--- config.mk ---
export PLATFORM = sky130hd
export DESIGN_NAME = machine_check_error_banks
export DESIGN_NICKNAME = d
export VERILOG_FILES = /design/src/mce_pkg.sv /design/src/mce_banks.sv
export VERILOG_INCLUDE_DIRS = /design/src
export SDC_FILE = /design/constraint.sdc
export NUM_CORES = 1
export LEC_CHECK = 0
export BUFFER_PORTS_ARGS = -buffer_cell sky130_fd_sc_hd__buf_2
export CAP_MARGIN = 20
export CORE_ASPECT_RATIO = 1.5
export CORE_UTILIZATION = 45
export CTS_CLUSTER_DIAMETER = 150
export CTS_CLUSTER_SIZE = 25
export DETAILED_ROUTE_END_ITERATION = 6
export PLACE_DENSITY = 0.63
export RECOVER_POWER = 50
export SLEW_MARGIN = 10
export SYNTH_ARGS = -nofsm -noshare
export SYNTH_HDL_FRONTEND = slang
export SYNTH_SLANG_ARGS = --single-unit
--- constraint.sdc ---
create_clock -name ref_clk -period 2.3 [get_ports ref_clk]
set_input_delay 0.23 -clock ref_clk [delete_from_list [all_inputs] [get_ports ref_clk]]
set_output_delay 0.23 -clock ref_clk [all_outputs]
set_load 0.005 [all_outputs]
--- src/mce_cfg.svh ---
// Purpose: constants of the machine-check error banks
// Assumes: included by mce_pkg.sv and by the bank module
// Notes:   offsets are byte addresses on the 32-bit register bus
`ifndef BANK_CFG_SVH
`define BANK_CFG_SVH
// ******************************
// status word layout
// ******************************
`define ST_VAL 63
`define ST_OVF 62
`define ST_UC 61
`define ST_AV 58
`define ST_PCC 57
`define ST_MT 17
`define ST_HF 16
// ******************************
// register offsets
// ******************************
`define A_B0_LO 8'h00
`define A_B0_HI 8'h04
`define A_B1_LO 8'h08
`define A_B1_HI 8'h0c
`define A_B2_LO 8'h10
`define A_B2_HI 8'h14
`define A_B1_ADDR 8'h18
`define A_B2_CTL 8'h1c
`define A_CTRL 8'h20
`define A_IRQ_ST 8'h24
`define A_IRQ_CLR 8'h28
`define A_IRQ_EN 8'h2c
`define A_BANK_CLR 8'h30
`define A_SEQ_ST 8'h34
// ******************************
// widths, reset values, answers
// ******************************
`define B2EN_W 8
`define B2EN_RST 8'hff
`define QID_W 3
`define QDEPTH 8
`define RESP_OK 2'b00
`define RESP_SLVERR 2'b10
`endif

--- src/mce_pkg.sv ---
// Purpose: types of the machine-check error banks
// Assumes: mce_cfg.svh holds the numbers
// Notes:   the whole module state is one packed struct
`include "mce_cfg.svh"
package bank_pkg;
  typedef enum logic [1:0] {SG_RUN, SG_ENTER, SG_WAIT, SG_HOLD} sg_state_t;
  typedef struct packed {
    logic [63:0]             st0;
    logic [63:0]             st1;
    logic [63:0]             st2;
    logic [31:0]             addr1;
    logic [`B2EN_W-1:0]      b2en;
    logic                    mc_en;
    logic [3:0]              irq_st;
    logic [3:0]              irq_en;
    logic                    irq;
    logic [31:0]             poison_addr;
    logic                    poison_v;
    logic [`QDEPTH-1:0]      defq;
    logic                    remove;
    logic [`QID_W-1:0]       remove_id;
    logic                    exc;
    logic                    in_handler;
    logic                    mgi_pend;
    logic                    mgi_take;
    sg_state_t               sg;
    logic                    sg_out;
    logic                    sg_ack;
    logic [1:0]              init_cnt;
    logic                    init_done;
    logic                    stp_s1;
    logic                    stp_s2;
    logic                    mgi_s1;
    logic                    mgi_s2;
    logic                    mgi_s3;
    logic                    awready;
    logic                    wready;
    logic                    bvalid;
    logic [1:0]              bresp;
    logic                    arready;
    logic                    rvalid;
    logic [1:0]              rresp;
    logic [31:0]             rdata;
  } state_t;
endpackage

--- src/mce_banks.sv ---
// Purpose: machine-check error banks, exception ordering and stop-grant
// Assumes: error event inputs come from logic on ref_clk; pins are synchronised
// Notes:   registers reached over AXI4-Lite
// Function
// - a deferred transaction that later hard-fails is dropped from the bus queue
// - prefetch tag error sets uncorrectable and context-corrupt, exception on later access when reported for bank 0
// - bank 2 with all enables clear still logs uncorrectable errors, no exception
// - bank 1 address holds the address of the error itself
// - errors in both sector halves log twice: valid and overflow in banks 0 and 1
// - overflow sets on any error logged while valid is set
// - after an uncorrectable log only the error code field and the overflow bit change
// - speculative correctable bank 1 error leaves bank 1 status unchanged
// - bank 1 address-valid only when the error address is valid
// - code fetch hard-failure marks hard-failure in bank 0 status
// - corrupted port I/O data raises the exception when enabled
// - exception beats a simultaneous management interrupt, which stays pending
// - banks are cleared in a walk after reset release
// - ownership request matching several tags logs a multiple-tag-match error, flagged in bank 0 status only
// - stop-clock enters stop-grant state, then issues the acknowledge cycle
`include "mce_cfg.svh"
module machine_check_error_banks
  import bank_pkg::*;
(
  input  wire logic               ref_clk,              // core clock
  input  wire logic               reset,                // sync reset
  input  wire logic               err_valid,            // error report pulse
  input  wire logic [1:0]         err_bank,             // bank of the error
  input  wire logic [15:0]        err_code,             // error code
  input  wire logic               err_uncorr,           // uncorrectable
  input  wire logic               err_ctx_corrupt,      // context corrupt
  input  wire logic               err_prefetch,         // from hw prefetch
  input  wire logic               err_speculative,      // speculative load
  input  wire logic               err_addr_ok,          // address is valid
  input  wire logic [31:0]        err_addr,             // physical address
  input  wire logic               err_both_halves,      // both sector halves
  input  wire logic               err_multi_tag,        // multiple tag match
  input  wire logic               err_hard_fail,        // hard-failure reply
  input  wire logic               io_data_corrupt,      // port I/O data bad
  input  wire logic               access_valid,         // cache access pulse
  input  wire logic [31:0]        access_addr,          // its address
  input  wire logic               bus_defer_valid,      // deferred in snoop
  input  wire logic [`QID_W-1:0]  bus_defer_id,         // its queue slot
  input  wire logic               bus_hard_fail_valid,  // hard-failure reply
  input  wire logic [`QID_W-1:0]  bus_hard_fail_id,     // its queue slot
  input  wire logic               handler_done,         // handler completed
  input  wire logic               stop_clock_n,         // stop-clock pin
  input  wire logic               system_mgmt_interrupt_n, // mgmt int pin
  output logic                    machine_check_exception, // exception pulse
  output logic                    mgi_taken,            // mgmt int delivered
  output logic                    stop_grant_state,     // in stop-grant
  output logic                    stop_grant_ack,       // ack cycle pulse
  output logic                    bus_queue_remove,     // slot drop pulse
  output logic [`QID_W-1:0]       bus_queue_remove_id,  // slot dropped
  output logic                    irq,                  // level interrupt
  input  wire logic [7:0]         s_axi_awaddr,         // write address
  input  wire logic               s_axi_awvalid,        // write addr valid
  output logic                    s_axi_awready,        // write addr ready
  input  wire logic [31:0]        s_axi_wdata,          // write data
  input  wire logic [3:0]         s_axi_wstrb,          // byte enables
  input  wire logic               s_axi_wvalid,         // write data valid
  output logic                    s_axi_wready,         // write data ready
  output logic [1:0]              s_axi_bresp,          // write response
  output logic                    s_axi_bvalid,         // response valid
  input  wire logic               s_axi_bready,         // response ready
  input  wire logic [7:0]         s_axi_araddr,         // read address
  input  wire logic               s_axi_arvalid,        // read addr valid
  output logic                    s_axi_arready,        // read addr ready
  output logic [31:0]             s_axi_rdata,          // read data
  output logic [1:0]              s_axi_rresp,          // read response
  output logic                    s_axi_rvalid,         // read data valid
  input  wire logic               s_axi_rready          // read data ready
);

  // ******************************
  // bank logging
  // ******************************
  function automatic logic [63:0] log_err(input logic [63:0] s, input logic [15:0] code,
                                          input logic uc, input logic pcc, input logic av,
                                          input logic hf, input logic mt);
    logic [63:0] v;
    v = s;
    if (!s[`ST_VAL]) begin
      v = '0;
      v[`ST_VAL] = 1'b1;
      v[`ST_UC] = uc;
      v[`ST_PCC] = pcc;
      v[`ST_AV] = av;
      v[`ST_HF] = hf;
      v[`ST_MT] = mt;
      v[15:0] = code;
    end else begin
      v[`ST_OVF] = 1'b1;
      v[15:0] = code;
      if (!s[`ST_UC] && uc) begin
        v[`ST_UC] = 1'b1;
        v[`ST_PCC] = pcc;
        v[`ST_AV] = av;
        v[`ST_HF] = hf;
        v[`ST_MT] = mt;
      end
    end
    return v;
  endfunction

  state_t s;
  state_t n;
  logic   act;
  logic   exc_raise;
  logic   poison_hit;
  logic   log0;
  logic   log1;
  logic   log2;
  logic   def_hit;
  logic   pcc_in;
  logic   wr_go;
  logic   rd_go;

  assign act        = err_valid & s.init_done;
  assign pcc_in     = err_ctx_corrupt | (err_prefetch & err_uncorr);
  assign poison_hit = access_valid & s.poison_v & (access_addr == s.poison_addr);
  assign exc_raise  = s.mc_en & s.init_done &
                      ((act & err_uncorr & !err_prefetch &
                        !(err_bank == 2'd2 && s.b2en == '0)) |
                       io_data_corrupt | poison_hit);
  assign log0       = act & (err_bank == 2'd0 | err_both_halves);
  assign log1       = act & (err_bank == 2'd1 | err_both_halves) &
                      !(err_speculative & !err_uncorr);
  assign log2       = act & (err_bank == 2'd2);
  assign def_hit    = bus_hard_fail_valid & s.defq[bus_hard_fail_id];
  assign wr_go      = s.awready & s_axi_awvalid & s.wready & s_axi_wvalid;
  assign rd_go      = s.arready & s_axi_arvalid;

  always_comb begin
    n = s;
    n.stp_s1 = stop_clock_n;
    n.stp_s2 = s.stp_s1;
    n.mgi_s1 = system_mgmt_interrupt_n;
    n.mgi_s2 = s.mgi_s1;
    n.mgi_s3 = s.mgi_s2;
    n.remove = 1'b0;
    n.exc = 1'b0;
    n.mgi_take = 1'b0;
    n.sg_ack = 1'b0;

    // ******************************
    // clearing walk after reset
    // ******************************
    if (!s.init_done) begin
      case (s.init_cnt)
        2'd0: n.st0 = '0;
        2'd1: n.st1 = '0;
        default: begin
          n.st2 = '0;
          n.addr1 = '0;
          n.init_done = 1'b1;
        end
      endcase
      n.init_cnt = s.init_cnt + 2'd1;
    end

    // ******************************
    // register bus
    // ******************************
    if (!s.awready && !s.bvalid && s_axi_awvalid && s_axi_wvalid) begin
      n.awready = 1'b1;
      n.wready = 1'b1;
    end
    if (s.bvalid && s_axi_bready) begin
      n.bvalid = 1'b0;
    end
    if (wr_go) begin
      n.awready = 1'b0;
      n.wready = 1'b0;
      n.bvalid = 1'b1;
      n.bresp = `RESP_OK;
      case (s_axi_awaddr)
        `A_B0_LO, `A_B0_HI, `A_B1_LO, `A_B1_HI, `A_B2_LO, `A_B2_HI,
        `A_B1_ADDR, `A_IRQ_ST, `A_SEQ_ST: ;
        `A_B2_CTL: if (s_axi_wstrb[0]) n.b2en = s_axi_wdata[`B2EN_W-1:0];
        `A_CTRL: if (s_axi_wstrb[0]) n.mc_en = s_axi_wdata[0];
        `A_IRQ_CLR: if (s_axi_wstrb[0]) n.irq_st = s.irq_st & ~s_axi_wdata[3:0];
        `A_IRQ_EN: if (s_axi_wstrb[0]) n.irq_en = s_axi_wdata[3:0];
        `A_BANK_CLR: begin
          if (s_axi_wstrb[0] && s_axi_wdata[0]) n.st0 = '0;
          if (s_axi_wstrb[0] && s_axi_wdata[1]) n.st1 = '0;
          if (s_axi_wstrb[0] && s_axi_wdata[2]) n.st2 = '0;
        end
        default: n.bresp = `RESP_SLVERR;
      endcase
    end
    if (!s.arready && !s.rvalid && s_axi_arvalid) begin
      n.arready = 1'b1;
    end
    if (s.rvalid && s_axi_rready) begin
      n.rvalid = 1'b0;
    end
    if (rd_go) begin
      n.arready = 1'b0;
      n.rvalid = 1'b1;
      n.rresp = `RESP_OK;
      case (s_axi_araddr)
        `A_B0_LO: n.rdata = s.st0[31:0];
        `A_B0_HI: n.rdata = s.st0[63:32];
        `A_B1_LO: n.rdata = s.st1[31:0];
        `A_B1_HI: n.rdata = s.st1[63:32];
        `A_B2_LO: n.rdata = s.st2[31:0];
        `A_B2_HI: n.rdata = s.st2[63:32];
        `A_B1_ADDR: n.rdata = s.addr1;
        `A_B2_CTL: n.rdata = {24'h0, s.b2en};
        `A_CTRL: n.rdata = {31'h0, s.mc_en};
        `A_IRQ_ST: n.rdata = {28'h0, s.irq_st};
        `A_IRQ_EN: n.rdata = {28'h0, s.irq_en};
        `A_IRQ_CLR, `A_BANK_CLR: n.rdata = 32'h0;
        `A_SEQ_ST: n.rdata = {16'h0, s.defq, 2'b00, s.sg, s.mgi_pend,
                              s.in_handler, s.poison_v, s.init_done};
        default: begin
          n.rdata = 32'h0;
          n.rresp = `RESP_SLVERR;
        end
      endcase
    end

    // ******************************
    // error logging, after bank clear so a new error wins
    // ******************************
    if (log1 && !n.st1[`ST_VAL] && err_addr_ok) begin
      n.addr1 = err_addr;
    end
    if (log0) begin
      n.st0 = log_err(n.st0, err_code, err_uncorr, pcc_in, err_addr_ok,
                      err_hard_fail, err_multi_tag);
    end
    if (log0 && err_both_halves) begin
      n.st0 = log_err(n.st0, err_code, err_uncorr, pcc_in, err_addr_ok,
                      err_hard_fail, err_multi_tag);
    end
    if (log1) begin
      n.st1 = log_err(n.st1, err_code, err_uncorr, pcc_in, err_addr_ok, 1'b0, 1'b0);
    end
    if (log1 && err_both_halves) begin
      n.st1 = log_err(n.st1, err_code, err_uncorr, pcc_in, err_addr_ok, 1'b0, 1'b0);
    end
    if (log2) begin
      n.st2 = log_err(n.st2, err_code, err_uncorr, pcc_in, err_addr_ok, 1'b0, 1'b0);
    end

    // ******************************
    // poisoned prefetch location
    // ******************************
    if (poison_hit) begin
      n.poison_v = 1'b0;
    end
    if (act && err_prefetch && err_uncorr && err_bank == 2'd0) begin
      n.poison_v = 1'b1;
      n.poison_addr = err_addr;
    end

    // ******************************
    // exception and management interrupt
    // ******************************
    if (handler_done) begin
      n.in_handler = 1'b0;
    end
    if (exc_raise) begin
      n.exc = 1'b1;
      n.in_handler = 1'b1;
    end
    if (!s.mgi_s2 && s.mgi_s3) begin
      n.mgi_pend = 1'b1;
    end
    if (s.mgi_pend && !s.in_handler && !s.exc && !exc_raise) begin
      n.mgi_take = 1'b1;
      n.mgi_pend = !s.mgi_s2 && s.mgi_s3;
    end

    // ******************************
    // bus queue
    // ******************************
    if (def_hit) begin
      n.defq[bus_hard_fail_id] = 1'b0;
      n.remove = 1'b1;
      n.remove_id = bus_hard_fail_id;
    end
    if (bus_defer_valid) begin
      n.defq[bus_defer_id] = 1'b1;
    end

    // ******************************
    // stop-grant sequence
    // ******************************
    case (s.sg)
      SG_RUN: if (!s.stp_s2) n.sg = SG_ENTER;
      SG_ENTER: n.sg = SG_WAIT;
      SG_WAIT: begin
        if (!s.in_handler && !s.exc && !exc_raise) begin
          n.sg = SG_HOLD;
          n.sg_ack = 1'b1;
        end
      end
      SG_HOLD: if (s.stp_s2) n.sg = SG_RUN;
      default: n.sg = SG_RUN;
    endcase
    n.sg_out = (n.sg != SG_RUN);

    // ******************************
    // interrupt: set wins over clear
    // ******************************
    n.irq_st = n.irq_st | {n.remove, n.sg_ack, n.exc, log0 | log1 | log2};
    n.irq = |(n.irq_st & n.irq_en);

    if (reset) begin
      n = '0;
      n.b2en = `B2EN_RST;
      n.stp_s1 = 1'b1;
      n.stp_s2 = 1'b1;
      n.mgi_s1 = 1'b1;
      n.mgi_s2 = 1'b1;
      n.mgi_s3 = 1'b1;
    end
  end

  always_ff @(posedge ref_clk) begin
    s <= n;
  end

  assign machine_check_exception = s.exc;
  assign mgi_taken               = s.mgi_take;
  assign stop_grant_state        = s.sg_out;
  assign stop_grant_ack          = s.sg_ack;
  assign bus_queue_remove        = s.remove;
  assign bus_queue_remove_id     = s.remove_id;
  assign irq                     = s.irq;
  assign s_axi_awready           = s.awready;
  assign s_axi_wready            = s.wready;
  assign s_axi_bvalid            = s.bvalid;
  assign s_axi_bresp             = s.bresp;
  assign s_axi_arready           = s.arready;
  assign s_axi_rvalid            = s.rvalid;
  assign s_axi_rresp             = s.rresp;
  assign s_axi_rdata             = s.rdata;
endmodule

# After elaboration in Yosys (flattened, before gate mapping)
# Index checks and enable logic that the tools add are counted.
word_totals:
  regBits: 343
  latchBits: 0
  ram_bits: 0
  romBits: 0
  input_bits: 163
  output_inout_bits: 50
  word_cells: 267
  memories: 0
classes:
  n_addsub: 1
  mul: 0
  n_div: 0
  magnitude_cmp: 4
  n_eq_ne: 35
  shifts: 0
  n_mux: 89
  n_bitwise: 33
  n_reduce_logical: 70
op_table:
  columns: ["cell", "n"]
  rows:
  - ["$mux 64", 10]
  - ["$mux 192", 2]
  - ["$pmux 32 s12", 1]
  - ["$mux 224", 1]
  - ["$mux 39", 5]
  - ["$eq 8x6->1 const B", 12]
  - ["$mux 96", 1]
  - ["$mux 18", 5]
  - ["$eq 8x5->1 const B", 8]
  - ["$mux 2", 32]
  - ["$mux 35", 1]
  - ["$eq 32x32->1", 1]
  - ["$eq 8x4->1 const B", 4]
  - ["$mux 32", 1]
  - ["$logic_and 1x1->1", 31]
  - ["$reduce_or 14->1", 2]
  - ["$logic_not 8->1", 3]
  - ["$and 1x1->1", 19]
  - ["$logic_not 1->1", 18]
  - ["$mux 1", 18]
  - ["$eq 8x3->1 const B", 2]
  - ["$mux 4", 4]
  - ["$mux 8", 2]
  - ["$mux 12", 1]
  - ["other kinds (23)", 48]

# Depth between registers and ports, before layout
# Gate-level depths: netlist of the first run.
logic_depth:
  word_depth: 17
  depth_mapped: 9
  mapped_depth_nobuf: 8

# Worst setup path before layout of the first run
# OpenSTA, ideal clock, no wires.
synth_path:
  path_kind: "register to register"
  from: "reg s[116] (netlist name)"
  to: "reg s, in the netlist irq"
  setup_ns: 0.122
  arrival_ns: 1.850
  required_time_ns: 2.178
  setup_slack_ns: 0.328
  path_stages_with_launch: 7
  path_buffers: 0
  period_less_slack_ns: 1.972
  cell_sequence: "dfxtp_1 or4_4 nor4_2 nor4_1 o311ai_4 nand2_2 a221o_1"
synth_via:
  elab_chain_len: 14
  elab_cells_between_ends: 15
  classes_between: "mux (3); bitwise (6); reduce/logical (6)"
synth_rtl:
  columns: ["element", "line", "text"]
  rows:
  - ["from (decl)", "mce_banks.sv:105", "state_t s;"]
  - ["from (signal assigned)", "mce_banks.sv:323", "s <= n;"]
  - ["$logic_not 8->1 *", "mce_banks.sv:123", "!(err_bank == 2'd2 && s.b2en == '0)) |"]
  - ["$logic_and 1x1->1 *", "mce_banks.sv:123", null]
  - ["$logic_not 1->1 *", "mce_banks.sv:123", null]
  - ["$and 1x1->1 *", "mce_banks.sv:122", "((act & err_uncorr & !err_prefetch &"]
  - ["$or 1x1->1 *", "mce_banks.sv:123", null]
  - ["$or 1x1->1 *", "mce_banks.sv:124", "io_data_corrupt | poison_hit);"]
  - ["$and 1x1->1 *", "mce_banks.sv:121", "assign exc_raise = s.mc_en & s.init_done &"]
  - ["$logic_not 1->1", "mce_banks.sv:295", "if (!s.in_handler && !s.exc && !exc_raise) begin"]
  - ["$logic_and 1x1->1", "mce_banks.sv:295", null]
  - ["$mux 1", "mce_banks.sv:295", null]
  - ["$mux 1", "mce_banks.sv:291", "case (s.sg)"]
  - ["$or 4x4->4 *", "mce_banks.sv:308", "n.irq_st = n.irq_st | {n.remove, n.sg_ack, n.exc, log0 | log1 | log2};"]
  - ["$and 4x4->4 *", "mce_banks.sv:309", "n.irq = |(n.irq_st & n.irq_en);"]
  - ["$reduce_or 4->1 *", "mce_banks.sv:309", null]
# Mark *: on every way between the ends. The rest lies on a longest branch, timed or not.
# A chain may end at the register's enable or synchronous reset.

# Worst setup path after layout of the first run
layout_path:
  from: "reg s[62] (netlist name)"
  to: "reg s, in the netlist irq"
layout_via:
  elab_chain_len: 7
layout_rtl:
  columns: ["element", "line", "text"]
  rows:
  - ["$bmux 1 s3", "mce_banks.sv:129", "assign def_hit = bus_hard_fail_valid & s.defq[bus_hard_fail_id];"]
  - ["$mux 1 (not written as such)", "mce_banks.sv:129", null]
  - ["$and 1x1->1", "mce_banks.sv:129", null]
  - ["$mux 12", "mce_banks.sv:279", "if (def_hit) begin"]
  - ["$or 4x4->4", "mce_banks.sv:308", null]
  - ["$and 4x4->4", "mce_banks.sv:309", null]
  - ["$reduce_or 4->1", "mce_banks.sv:309", null]
# No other way between the ends. The select of a mux whose other input is x is not followed.

==> impl_metrics.csv, run 1 <==
group,metric,value,unit
place,place_inst,1954,
timing,drv_slew,0,
power_and_ir_drop,leakagePower,5.940,nW
min_path,min-delay-start,"err_code[4]",
routing,ant_nets,0,
cts,cts_tree,"done",
floorplan,die_area,30820,um^2
routing,drc_errors,0,
floorplan,die_w,143.7,um
synthesis,syn_avg_cell_area,9.211,um^2
run_status,status,"finished, final reports clean",
global_routing,grt_start_max_net_pins,104,
routing,wl_per_cell,19.06,um
global_routing,antenna_found_initial,0,
setup_path,crit_type,"reg2reg",
floorplan,die_h,214.5,um
timing,rsz0062_at_grt,"false",
cts,clkSlewWorstSetupHoldPaths,0.10,ns
synthesis,ys_warn_count,0,
routing,via_per_inst,5.496,
timing,setup_viol,0,
timing,worst_pin_slew,1.041,ns
timing,hold_violations,0,
synthesis,synth_area,13550,um^2
setup_path,crit_fanout,3,
cells_and_area,n_antenna_cell,0,
run,maxCapViolCount,0,
cts,cts_buffers,17,
timing,fin_crit,2.207,ns
setup_path,worstSetupStartpointType,"flip-flop",
place,port_buffers,183,
setup_path,required,2.71,ns
cts,cts.sinks,341,
synthesis,ys.flop_type,"dfxtp_1",
synthesis,ys_types,68,
setup_path,crit_path_end_kind,"flip-flop",
floorplan,fp.coreArea,29580,um^2
global_routing,grt.total_usage,0.2539,
cts,cts_root_buf,"clkbuf_16",
place,place.gp.congestion,0.8989,
floorplan,start_util,0.4581,
cts,post_cts_resized,0,
global_routing,overflow,0,
synthesis,seq_area_frac_synth,0.5038,
synthesis,synth_cells,1471,
cts,clockBufferDepth,3,
min_path,hold_class,"in2reg",
setup_path,r2r-start,"s[62]$_SDFF_PP0_",
synthesis,async_flop_share,0,
timing,period_share,0.9595,
floorplan,row_count,77,
synthesis,synth_top_cell_by_area,"dfxtp_1",
routing,drtIter0Drc,766,
setup_path,cp-startpoint,"s[62]$_SDFF_PP0_",
global_routing,grt_pass1_vias,10938,
cts,htree_levels,1,
floorplan,boundaryPins,213,
synthesis,ys_seq_elements,341,
routing,routed_wl,38760,um
cells_and_area,final_cell_count_no_fill,2034,
cts,clk_latency,0.52,ns
routing,vias,11179,
cells_and_area,layout-drive-gt1-share,0.1556,
global_routing,grt_pass1_wl,60640,um
timing,maxSlewHeadroom,0.3060,
synthesis,synth_top_area_frac,0.5038,
cells_and_area,layout.nets,1804,
setup_path,arrival,2.61,ns
place,dp_hpwl,26140,um
synthesis,post-synth-top-count-cell,"dfxtp_1",
timing,skew,0.01776,ns
synthesis,netlist_top_cells_count,"341 x dfxtp_1, 186 x nand2_1, 126 x and2_1, 112 x a21oi_1, 89 x nand3_1",
power_and_ir_drop,peakVddDrop,485.1,uV
synthesis,synth_area_leaders,"dfxtp_1 50%, and2_1 5.8%, nand2_1 5.2%, a21oi_1 4.1%, a22oi_1 4.1%",
timing,setup_tns,0,ns
synthesis,synth_edf_count,0,
timing,fmax,0.4531,GHz
power_and_ir_drop,cellPowerDensity,714.3,nW/um^2
routing,firstDrtPassIters,5,
cells_and_area,area_delta_synth_final,16.10,%
-- kinds of logic after synthesis --
| kind of cell | count (synthesis) | share of synthesized area |
|---|---|---|
| flops | 341 | 0.5038 |
| simple gates | 586 | 0.2280 |
| mux | 10 | 0.009327 |
| compound gates | 345 | 0.1757 |
| other cells | 1 | 0.0002768 |
| buf+inv | 153 | 0.05965 |
| xor+xnor | 33 | 0.02133 |
| fa+ha+maj | 2 | 0.001847 |
-- path summary, 6_finish.rpt --
kind                            end  slack (ns)  depth (start not counted)
setup / recovery     irq$_SDFF_PP0_        0.09                          6
hold / removal    s[284]$_SDFF_PP0_       0.006                          3
setup reg to reg     irq$_SDFF_PP0_        0.09                          6
hold reg to reg    s[42]$_SDFF_PP1_        0.41                          1
-- cells in the final DEF, fill, tap and decap left out, types with 5 or more instances in the layout --
cell type and n:
dlygate4sd3_1 61, nor4_1 8, nand3b_1 38, nand4_1 9, nor3_1 8, nor2_2 7, dfxtp_1 341, and2_1 122
a221oi_1 13, a222oi_1 22, nand2_1 186, xor2_1 32, mux2i_1 7, nor2_1 46, clkbuf_16 17, a22o_1 45
a21oi_1 113, nor2b_1 16, buf_2 155, or2_2 7, inv_1 13, and3_1 5, clkbuf_1 29, a211o_1 8
buf_12 13, o21ai_0 45, buf_4 24, nand2b_1 12, a22oi_1 74, nand3_1 89
-- routing by layer --
metal / share of wire / vias to the layer above / global-route usage
met2: 0.47 / 383 / 0.4196
met3: 0.065 / 54 / 0.03260
met1: 0.43 / 5284 / 0.3368
li1: - / 5458 / -
met4: 0.033 / 0 / 0.09007
met5: 0 / - / 0
-- final cells by class --
class	count	area (um^2)
flip-flops and latches	341	6827
repair buffers	288	1977
clock inverters	2	20.02
multi-input cells	978	5938
fillers	2734	13850
inverters	13	48.80
well taps	395	494.2
clock buffers	17	425.4
-- per-stage QoR --
step | setup WS, ns | total power [W] | utilization | instance area [um^2] | hold WS, ns
after detailed placement | 0.1287 | 0.008067 | 0.4987 | 14750 | 0.3950
after CTS | 0.1343 | 0.01133 | 0.5344 | 15810 | 0.0007477
after global routing | 0.009532 | 0.01171 | 0.5318 | 15730 | 0.007109
after floorplan | 0.3277 | 0.007289 | - | 13550 | 0.3338
after global placement | 0.1326 | 0.008052 | 0.4987 | 14750 | 0.3902
final | 0.09308 | 0.01124 | 0.5318 | 15730 | 0.006132
-- what timing repair did --
item	4_1_cts	5_1_grt
hold buffers	61	0
setup buffers	0	0
hold endpoints to repair	122	0
-- critical path, cell delays in order (launching register included) --
cell and delay (ns):
dfxtp_1 0.39, mux4_2 0.49, nand3b_1 0.12, and2_0 0.39
a21boi_0 0.31, o22ai_1 0.14, a221o_1 0.27
-- sequential cells by signal (all words and copies together) (netlist names) --
signal and flops:
mgi_taken 1, irq 1, machine_check_exception 1, bus_queue_remove 1
s_axi_rvalid 1, s_axi_wready 1, s_axi_rdata 32, s_axi_bresp 1
s_axi_bvalid 1, s_axi_rresp 1, bus_queue_remove_id 3, s_axi_arready 1
stop_grant_ack 1, s 294, stop_grant_state 1
-- report_power, final --
| group | total [W] | switching [W] | internal, W |
|---|---|---|---|
| combinational | 0.00184 | 0.00125 | 0.000591 |
| sequential | 0.00616 | 0.000110 | 0.00605 |
| clock | 0.00323 | 0.00188 | 0.00136 |
(Power assumes the default switching activity.)
==> inputs of run 2 (changes only) <==
- BUFFER_PORTS_ARGS: -buffer_cell sky130_fd_sc_hd__buf_2 -> -buffer_cell sky130_fd_sc_hd__buf_4
==> run 2 against run 1 <==
  * The run now ends with max-capacitance violations, max-slew violations left
  * Critical endpoint unchanged
  * Sequential power is essentially flat
  * Critical path type unchanged
  * Largest cell class unchanged
  * Die area did not move
  * Register-to-register slack about the same
  * Routed wire length grew 0.71%
  * Non-clock buffer count increased by 15
  * Clock-buffer cell count did not move
  * Sequential share of layout area is 1.5 points lower
==> impl_metrics.csv, run 2 (synthesis gave the netlist of run 1 again) <==
group,metric,value,unit
run_status,status,"complete, but fails checks",
run_status,violations,"max-capacitance violations, max-slew violations",
timing,maxSlewHeadroom,-0.1546,
setup_path,worstSetupStartpointType,"flip-flop",
place,place.gp.congestion,0.8813,
cells_and_area,area_delta_synth_final,20.34,%
global_routing,grt.total_usage,0.2567,
cts,clk_latency,0.52,ns
routing,routed_wl,39040,um
setup_path,crit_fanout,3,
timing,hold_slack,0.02185,ns
global_routing,grt_pass1_vias,11133,
cells_and_area,final_common_cell,"dfxtp_1",
floorplan,start_util,0.4581,
setup_path,crit_type,"reg2reg",
cts,cts_root_buf,"clkbuf_16",
timing,period_share,0.9563,
cts,clkSlewWorstSetupHoldPaths,0.09,ns
routing,drtIter0Drc,862,
setup_path,r2r-start,"s[116]$_SDFFE_PP1P_",
run,maxCapViolCount,1,
cts,cts.sinks,341,
power_and_ir_drop,cellPowerDensity,693.5,nW/um^2
floorplan,boundaryPins,213,
timing,setup_tns,0,ns
cells_and_area,max_flop_register,"s",
timing,fmax,0.4547,GHz
cells_and_area,largest_reg_flops,294,
timing,skew,0.02664,ns
timing,rsz0062_at_grt,"false",
routing,vias,11273,
routing,ant_nets,0,
global_routing,grt_pass1_wl,61750,um
timing,hold_violations,0,
timing,drv_slew,30,
timing,worst_pin_slew,1.732,ns
cells_and_area,layout-drive-gt1-share,0.1712,
setup_path,endpoint,"irq$_SDFF_PP0_",
floorplan,row_count,77,
cells_and_area,fin_area,16310,um^2
floorplan,die_w,143.7,um
floorplan,die_area,30820,um^2
global_routing,antenna_found_initial,0,
routing,via_per_inst,5.504,
power_and_ir_drop,peakVddDrop,558.3,uV
power_and_ir_drop,leakagePower,6.180,nW
routing,firstDrtPassIters,5,
cts,cts_tree,"done",
cells_and_area,layout.nets,1819,
place,dp_hpwl,27140,um
timing,fin_crit,2.199,ns
routing,wl_per_cell,19.06,um
setup_path,cp-startpoint,"s[116]$_SDFFE_PP1P_",
place,placed_area,15290,um^2
floorplan,die_h,214.5,um
setup_path,crit_path_end_kind,"flip-flop",
routing,drc_errors,0,
cts,cts_buffers,17,
setup_path,r2r-end,"irq$_SDFF_PP0_",
min_path,hold_class,"in2reg",
floorplan,fp.coreArea,29580,um^2
cts,htree_levels,1,
cells_and_area,n_antenna_cell,0,
setup_path,ff2ff_setup_slack,0.10,ns
cts,clockBufferDepth,3,
global_routing,overflow,0,
place,port_buffers,183,
timing,setup_viol,0,
setup_path,reg2reg_depth,7,
global_routing,grt_start_max_net_pins,78,
setup_path,required,2.71,ns
cells_and_area,layout_common_cells,"341 x dfxtp_1, 186 x nand2_1, 165 x buf_4",
setup_path,arrival,2.61,ns
==> run 2: cell count changes in the layout (fill, tap and decap cells not counted), sizes merged <==
| cell | delta |
|---|---|
| buf | -13 |
| clkbuf | +25 |
| dlygate4sd3 | +3 |
| inv | -1 |
==> run 2: report_power, final <==
group / switching [W] / internal [W]
Clock: 0.00185 / 0.00135
Sequential: 0.000112 / 0.00605
Combinational: 0.00127 / 0.000677
==> run 2: layout make-up <==
class                      count  area (um^2)
inverter                      13        48.80
sequential                   341         6827
clock buffer                  17        425.4
timing repair buffer         303         2550
fill                        2716        13270
clock inverter                 1        11.26
multi-input combinational    978         5949
tap                          395        494.2
==> run 2: critical path: stages (launching register included) <==
cell and delay (ns):
dfxtp_1 0.32, or4_4 0.56, nor4_2 0.27, nor4_1 0.13, o311ai_4 0.32, buf_4 0.17, nand2_2 0.03, a221o_1 0.29
==> run 2: timing repair <==
item                       in CTS  in global routing
setup endpoints to repair       0                  2
buffers inserted                0                  0
hold buffers                   64                  0
hold endpoints to repair      123                  0
resized for setup               0                  1
==> run 2: worst min-delay path by stage <==
| stage | from | to | cells past startpoint |
|---|---|---|---|
| after detailed placement | s[43]$_SDFF_PP1_ | s[42]$_SDFF_PP1_ | 1 |
| after global placement | s[45]$_SDFF_PP1_ | s[44]$_SDFF_PP1_ | 1 |
| after floorplan | system_mgmt_interrupt_n | s[43]$_SDFF_PP1_ | 1 |
| after CTS | bus_defer_id[0] | s[64]$_SDFF_PP0_ | 3 |
| final | s_axi_bready | s_axi_bvalid$_SDFFE_PP0P_ | 4 |
| after global routing | bus_defer_valid | s[65]$_SDFF_PP0_ | 3 |
==> run 2: layer usage <==
layer	wire, um	global-route usage	up-vias
met5	0	0	-
met1	17040	0.3453	5378
met3	2100	0.02546	60
met4	1113	0.07553	0
met2	18780	0.4309	342
li1	-	-	5493
==> run 2: through the flow <==
| stage | utilization | instances | total power, W | setup slack [ns] |
|---|---|---|---|---|
| after floorplan | - | 1472 | 0.007289 | 0.3277 |
| after global placement | 0.5170 | 1966 | 0.008154 | 0.1091 |
| after detailed placement | 0.5170 | 1966 | 0.008179 | 0.08007 |
| after CTS | 0.5535 | 2048 | 0.01143 | 0.08100 |
| after global routing | 0.5513 | 2048 | 0.01180 | 0.02548 |
| final | 0.5513 | 2048 | 0.01131 | 0.1005 |
